<file path="config.mk">
export PLATFORM = sky130hd
export DESIGN_NAME = gpedc_top
export DESIGN_NICKNAME = d
export VERILOG_FILES = /design/src/pkg/gpedc_pkg.sv /design/src/rtl/gpedc_top.sv
export SDC_FILE = /design/constraint.sdc
export NUM_CORES = 1
export LEC_CHECK = 0
export BUFFER_PORTS_ARGS = -buffer_cell sky130_fd_sc_hd__buf_4
export CAP_MARGIN = 15
export CORE_ASPECT_RATIO = 2
export CORE_MARGIN = 2
export CORE_UTILIZATION = 44
export CTS_CLUSTER_DIAMETER = 100
export DETAILED_ROUTE_END_ITERATION = 8
export PLACE_DENSITY = 0.78
export SYNTH_ARGS = -nofsm -noshare
export SYNTH_HDL_FRONTEND = slang
export SYNTH_SLANG_ARGS = --single-unit
</file>
<file path="constraint.sdc">
create_clock -name pclk -period 1.4 [get_ports pclk]
set_input_delay 0.07 -clock pclk [delete_from_list [all_inputs] [get_ports pclk]]
set_output_delay 0.07 -clock pclk [all_outputs]
set_load 0.02 [all_outputs]
</file>
<file path="src/pkg/gpedc_pkg.sv">
// gpedc_pkg: register map, reset values and pin bundle type
// assumes a 32-bit apb slave with word-aligned registers
package gpedc_pkg;

	localparam int unsigned NUM_PINS = 16;

	// byte offsets within the block
	localparam logic [31:0] PIN_FUNCTION_ENABLE_OFS  = 32'h01B0_0000;
	localparam logic [31:0] PIN_DIRECTION_SELECT_OFS = 32'h01B0_0004;

	// reset values
	localparam logic [15:0] ENABLE_RST    = 16'h00F9;
	localparam logic [15:0] DIRECTION_RST = 16'h0000;

	// pin pad bundle toward the pads
	typedef struct packed {
		logic [15:0] out;
		logic [15:0] oe;
	} gpedc_pad_t;

endpackage

</file>
<file path="src/rtl/gpedc_top.sv">
// gpedc_top: apb-mapped enable and direction registers for sixteen pins
// assumes pclk domain apb master; pad inputs arrive asynchronously
// What this block does
// - a pin is under general-purpose control only while its enable bit is one.
// - an enabled pin whose direction bit is zero is an input and is not driven.
// - an enabled pin whose direction bit is one is driven as an output.
// - a direction bit has no effect on a pin whose enable bit is clear.
// - sixteen pins 15 to 0, bit x of both registers controlling pin x.
// - enable resets to bits 0,3,4,5,6,7 set, others clear, all read/write.
// - direction resets to all zero so all pins start as inputs, read/write.
`timescale 1ns/1ps
module gpedc_top #(
	parameter int unsigned WIDTH = gpedc_pkg::NUM_PINS
) (
	input  wire logic                 pclk,
	input  wire logic                 presetn,
	input  wire logic                 psel,
	input  wire logic                 penable,
	input  wire logic                 pwrite,
	input  wire logic [31:0]          paddr,
	input  wire logic [31:0]          pwdata,
	input  wire logic [3:0]           pstrb,
	output logic      [31:0]          prdata,
	output logic                      pready,
	output logic                      pslverr,
	input  wire logic [WIDTH-1:0]     general_pins_in,
	input  wire logic [WIDTH-1:0]     pin_out_value,
	output gpedc_pkg::gpedc_pad_t     general_pins_pad,
	output logic      [WIDTH-1:0]     general_pins_sync,
	output logic      [WIDTH-1:0]     pin_function_enable
);

	// assembled register words, one flip-flop per bit below
	logic [15:0] enable_r;
	logic [15:0] dir_r;

	// read data register
	logic [31:0] prdata_r;
	logic [31:0] prdata_nxt;

	// synchronised pad inputs
	logic [15:0] sync2_r;

	// decode and handshake
	logic        sel_en;
	logic        sel_dir;
	logic        mapped;
	logic        setup;
	logic        access;
	logic        wr;
	logic        rd;

	// byte-lane write strobes, lane 0 is bits 7:0
	logic [1:0]  lane_wr_en;
	logic [1:0]  lane_wr_dir;

	// read multiplexer and drive mask
	logic [15:0] read_word;
	logic [15:0] drive_mask;

	// full 32-bit address match
	assign sel_en  = (paddr == gpedc_pkg::PIN_FUNCTION_ENABLE_OFS);
	assign sel_dir = (paddr == gpedc_pkg::PIN_DIRECTION_SELECT_OFS);
	assign mapped  = sel_en | sel_dir;

	// apb phases
	assign setup   = psel & ~penable;
	assign access  = psel & penable;
	assign wr      = access & pwrite;
	assign rd      = setup & ~pwrite;

	// zero-wait answer; unmapped access reports an error
	assign pready  = 1'b1;
	assign pslverr = access & ~mapped;

	// lanes 2 and 3 hold only reserved bits
	always_comb begin
		lane_wr_en  = 2'b00;
		lane_wr_dir = 2'b00;
		if (wr && sel_en) begin
			lane_wr_en = pstrb[1:0];
		end
		if (wr && sel_dir) begin
			lane_wr_dir = pstrb[1:0];
		end
	end

	// per-pin state: enable, direction and input synchroniser
	genvar g;
	generate
		for (g = 0; g < 16; g++) begin : g_bit
			logic en_bit_r;
			logic en_bit_nxt;
			logic dir_bit_r;
			logic dir_bit_nxt;
			logic sync1_bit_r;
			logic sync1_bit_nxt;
			logic sync2_bit_r;
			logic sync2_bit_nxt;

			// next config bits from the lane that holds this bit
			always_comb begin
				en_bit_nxt  = en_bit_r;
				dir_bit_nxt = dir_bit_r;
				if (lane_wr_en[g/8]) begin
					en_bit_nxt = pwdata[g];
				end
				if (lane_wr_dir[g/8]) begin
					dir_bit_nxt = pwdata[g];
				end
			end

			always_ff @(posedge pclk or negedge presetn) begin
				if (!presetn) begin
					en_bit_r  <= gpedc_pkg::ENABLE_RST[g];
					dir_bit_r <= gpedc_pkg::DIRECTION_RST[g];
				end else begin
					en_bit_r  <= en_bit_nxt;
					dir_bit_r <= dir_bit_nxt;
				end
			end

			// two-stage synchroniser, only stage two is read
			always_comb begin
				sync1_bit_nxt = general_pins_in[g];
				sync2_bit_nxt = sync1_bit_r;
			end

			always_ff @(posedge pclk or negedge presetn) begin
				if (!presetn) begin
					sync1_bit_r <= 1'b0;
					sync2_bit_r <= 1'b0;
				end else begin
					sync1_bit_r <= sync1_bit_nxt;
					sync2_bit_r <= sync2_bit_nxt;
				end
			end

			assign enable_r[g] = en_bit_r;
			assign dir_r[g]    = dir_bit_r;
			assign sync2_r[g]  = sync2_bit_r;
		end
	endgenerate

	// low half of the addressed register, zero when unmapped
	always_comb begin
		read_word = 16'h0000;
		if (sel_en) begin
			read_word = enable_r;
		end else if (sel_dir) begin
			read_word = dir_r;
		end
	end

	// read data captured in setup, upper half reserved
	always_comb begin
		prdata_nxt = prdata_r;
		if (rd) begin
			prdata_nxt = {16'h0000, read_word};
		end
	end

	always_ff @(posedge pclk or negedge presetn) begin
		if (!presetn) begin
			prdata_r <= 32'h0000_0000;
		end else begin
			prdata_r <= prdata_nxt;
		end
	end

	assign prdata = prdata_r;

	// driven only when enabled and set as output
	assign drive_mask = enable_r & dir_r;

	genvar p;
	generate
		for (p = 0; p < WIDTH; p++) begin : g_pin
			assign general_pins_pad.oe[p]  = drive_mask[p];
			assign general_pins_pad.out[p] = drive_mask[p]
				& pin_out_value[p];
			assign general_pins_sync[p]    = enable_r[p]
				& sync2_r[p];
		end
	endgenerate

	assign pin_function_enable = enable_r;

endmodule

</file>
==> flow_metrics.py <==
metrics = {
    "status": {
        "run_status": "finished with violations",
        "failed_checks": "negative setup slack",
    },
    "critical_path": {
        "crit_fanout": 8,
        "worst-setup-path-type": "in -> reg",
        "slowest_stage": "nor4b_4",
        "worst_path_dominant_cell_family": "simple AND/OR/NAND/NOR gates",
        "critical_path_data_arrival_time_ns": 1.62,
        "data_required_time_of_the_worst_path_ns": 1.61,
        "critical_path_sink_type": "flip-flop",
        "element_type_at_the_critical_path_start": "input pin",
        "worstPathBufferInverterCount": 3,
        "regToRegStartpoint": "g_bit[7].en_bit_r$_DFFE_PN1P_",
        "series_of_cell_instances_along_the_critical_path": "buf_6 > nor4b_4 > nand4_4 > buf_12 > nor4_4 > buf_12 > mux2_4",
        "setup.worst_path.start": "paddr[16]",
        "timing.critical_path.mode_cell": "buf_12",
        "slowest_delay_ns": 0.32,
    },
    "routing": {
        "initial_drt_markers": 147,
        "vias_per_cell": 4.86,
        "totalWireLength_mm": 9.23,
        "number_of_vias_in_the_routed_layout": 2762,
        "drtAntennaViolNets": 0,
        "avg_wl_per_cell_um": 16.3,
        "drt_pre_antenna_iters": 4,
        "route.detailed.drc": 0,
    },
    "clocking": {
        "clockRootBuffer": "clkbuf_16",
        "tritoncts": "built",
        "cts-root-to-sink-buffers": 2,
        "clk_latency_ns": 0.33,
        "cts.sink_count": 80,
        "cts.reportedPaths.clkPinSlew_ns": 0.06,
        "cts_inserted_buffers": 9,
        "cts_htree_levels": 3,
    },
    "synth": {
        "synth_cells": 271,
        "library_cell_with_the_highest_instance_count_after_synthesis": "dfrtp_1",
        "asyncSetResetFlopFracSynth": 1.00,
        "yosys-top-cells-area": "dfrtp_1, mux2_2, buf_4",
        "ys.warnings.count": 0,
        "yosys.area.top_type": "dfrtp_1",
        "seq_area_frac_synth": 0.556,
        "ys_seq_elements": 80,
        "synth_area_per_cell_um2": 13.3,
        "netlist_area_um2": 3620,
        "yosys_most_used_dff": "dfrtp_1",
        "synth.top_cells.by_count": "dfrtp_1, buf_4, and2_1, mux2_2, and3_1",
        "netlist.area_leader.share": 0.512,
        "synthDistinctLibCells": 24,
        "post_synth_edffs": 0,
    },
    "global_routing": {
        "grt_pass1_wl_mm": 14.6,
        "grt_busiest_layer": "met2",
        "grt_remaining_overflow": 0,
        "grt_max_degree": 41,
        "global_route.usage.met1": 0.235,
        "grtUsageTotal": 0.218,
        "met3_usage": 0.0427,
        "global_route.usage.met2": 0.394,
        "number_of_global_route_vias_before_repair": 2949,
        "initial_antenna_violation_count": 0,
    },
    "placed_design": {
        "io_buffer_count": 167,
        "hpwl_mm": 6.80,
        "globalplace.congestion": 0.820,
        "placed_cells_incl_taps": 517,
        "placedInstanceArea_um2": 5020,
    },
    "sta": {
        "finalSetupViolations": 13,
        "layout_setup_ws_ns": -0.0144,
        "drv_slew": 0,
        "finalHoldViolCount": 0,
        "achievable-frequency_mhz": 707,
        "setup-tns-final_ns": -0.0957,
        "post-route-min-period_ns": 1.41,
        "grt_setup_unrepaired": "yes",
        "finalCritPeriodShare": 1.01,
        "worst_clock_skew_ns": 0.00451,
    },
    "floorplan": {
        "core_region_area_um2": 7940,
        "floorplan.die.height_um": 132,
        "initial_utilization": 0.455,
        "io-pin-count": 203,
        "rows": 46,
        "die_area_um2": 9000,
        "fp.dieW_um": 68.1,
    },
    "layout": {
        "drive_gt1_frac": 0.521,
        "finished_layout_cells": 568,
        "antenna-diode-count": 0,
        "final_design_area_no_fill_um2": 5740,
        "synthToLayoutAreaGrowth_pct": 58.7,
        "nNetsFinal": 573,
    },
    "power": {
        "cellPowerDensity_nw_per_um2": 902,
        "p_leak_nw": 2.93,
        "ir_worst_vdd_mv": 0.816,
    },
    "hold_path": {
        "min_path_type": "in -> async",
    },
    "run": {
        "maxCapViolations": 0,
    },
}
## cell type report
| class | count | area, µm² |
|---|---|---|
| clock inverter | 2 | 37.5 |
| multi-input combinational | 164 | 1490 |
| fill | 585 | 2200 |
| clock buffer | 13 | 270 |
| inverter | 1 | 3.75 |
| sequential | 80 | 2010 |
| tap | 96 | 120 |
| timing repair buffer | 212 | 1800 |
## path summary, 6_finish.rpt
| kind | to | slack (ns) | cells past startpoint |
|---|---|---|---|
| worst max-delay path | g_bit[10].dir_bit_r$_DFFE_PN0P_ | -0.01 | 7 |
| worst min-delay path | g_bit[2].sync2_bit_r$_DFF_PN0_ | 0.20 | 2 |
| worst max register to register | prdata[7]$_DFFE_PN0P_ | 0.37 | 2 |
| worst min register to register | g_bit[7].sync2_bit_r$_DFF_PN0_ | 0.35 | 0 |
| max in group asynchronous | g_bit[6].en_bit_r$_DFFE_PN1P_ | 0.61 | 3 |
| min in group pclk | prdata[14]$_DFFE_PN0P_ | 0.28 | 4 |
## cell usage in the layout, fill, tap and decap left out, drive strengths merged
master,synthesis,routed
buf,34,179
dfrtp,74,74
dlygate4sd3,0,33
and2,32,32
mux2,32,32
and3,17,17
conb,2,17
mux2i,16,16
nand2,16,16
o31ai,16,16
clkbuf,7,13
nor4,8,8
dfstp,6,6
nand4,4,4
nor4b,2,2
and4bb,1,1
nor3,1,1
or2,1,1
or3b,1,1
inv,1,1
bufinv,0,1
clkinvlp,0,1
## flip-flops by register name, indices dropped and copies added, names as in the netlist
name,cells
g_bit.sync2_bit_r,16
g_bit.en_bit_r,16
g_bit.dir_bit_r,16
g_bit.sync1_bit_r,16
prdata,16
## cell families (layout without fill, tap and decap cells)
group                  count (synthesis)  count (layout)  synth area share
other                                  2              17           0.00208
buffers and inverters                 42             228            0.0782
DFF                                   80              80             0.556
muxes                                 48              48             0.152
and+or+nand+nor                       83              83             0.179
AOI/OAI and AO/OA                     16              16            0.0332
## where the power goes
part / leakage, nW / total [mW] / switching (mW) / internal (mW)
clock: 0.148 / 2.34 / 0.827 / 1.52
sequential: 1.02 / 2.37 / 0.0106 / 2.36
combinational: 1.76 / 0.460 / 0.201 / 0.258
## metrics by stage
step / hold WS (ns) / setup WS (ns) / util / total power, mW
global route: 0.229 / -0.0578 / 0.723 / 5.38
global placement: 0.00526 / -0.295 / 0.632 / 2.78
detailed placement: 0.00737 / -0.363 / 0.632 / 2.79
floorplan: -0.226 / -0.278 / - / 2.54
finish: 0.199 / -0.0144 / 0.723 / 5.17
CTS: 0.198 / -0.0112 / 0.720 / 5.23
## timing repair
item                                   4_1_cts  5_1_grt
pin swaps                                    7        5
setup endpoints to repair                   13       27
buffers inserted                             3        0
hold buffers                                33        0
endpoints found under the hold margin       72        0
resized for setup                            6        6
## per-layer routing
metal,share of wire,vias to the layer above
li1,-,1288
met1,0.34,1355
met2,0.58,101
met3,0.050,18
met4,0.022,0
met5,0,-
## worst register-to-register path, stage by stage (launching register included)
cell,delay [ns]
dfstp_2,0.57
mux2i_1,0.08
o31ai_1,0.27
(Power assumes the default switching activity.)
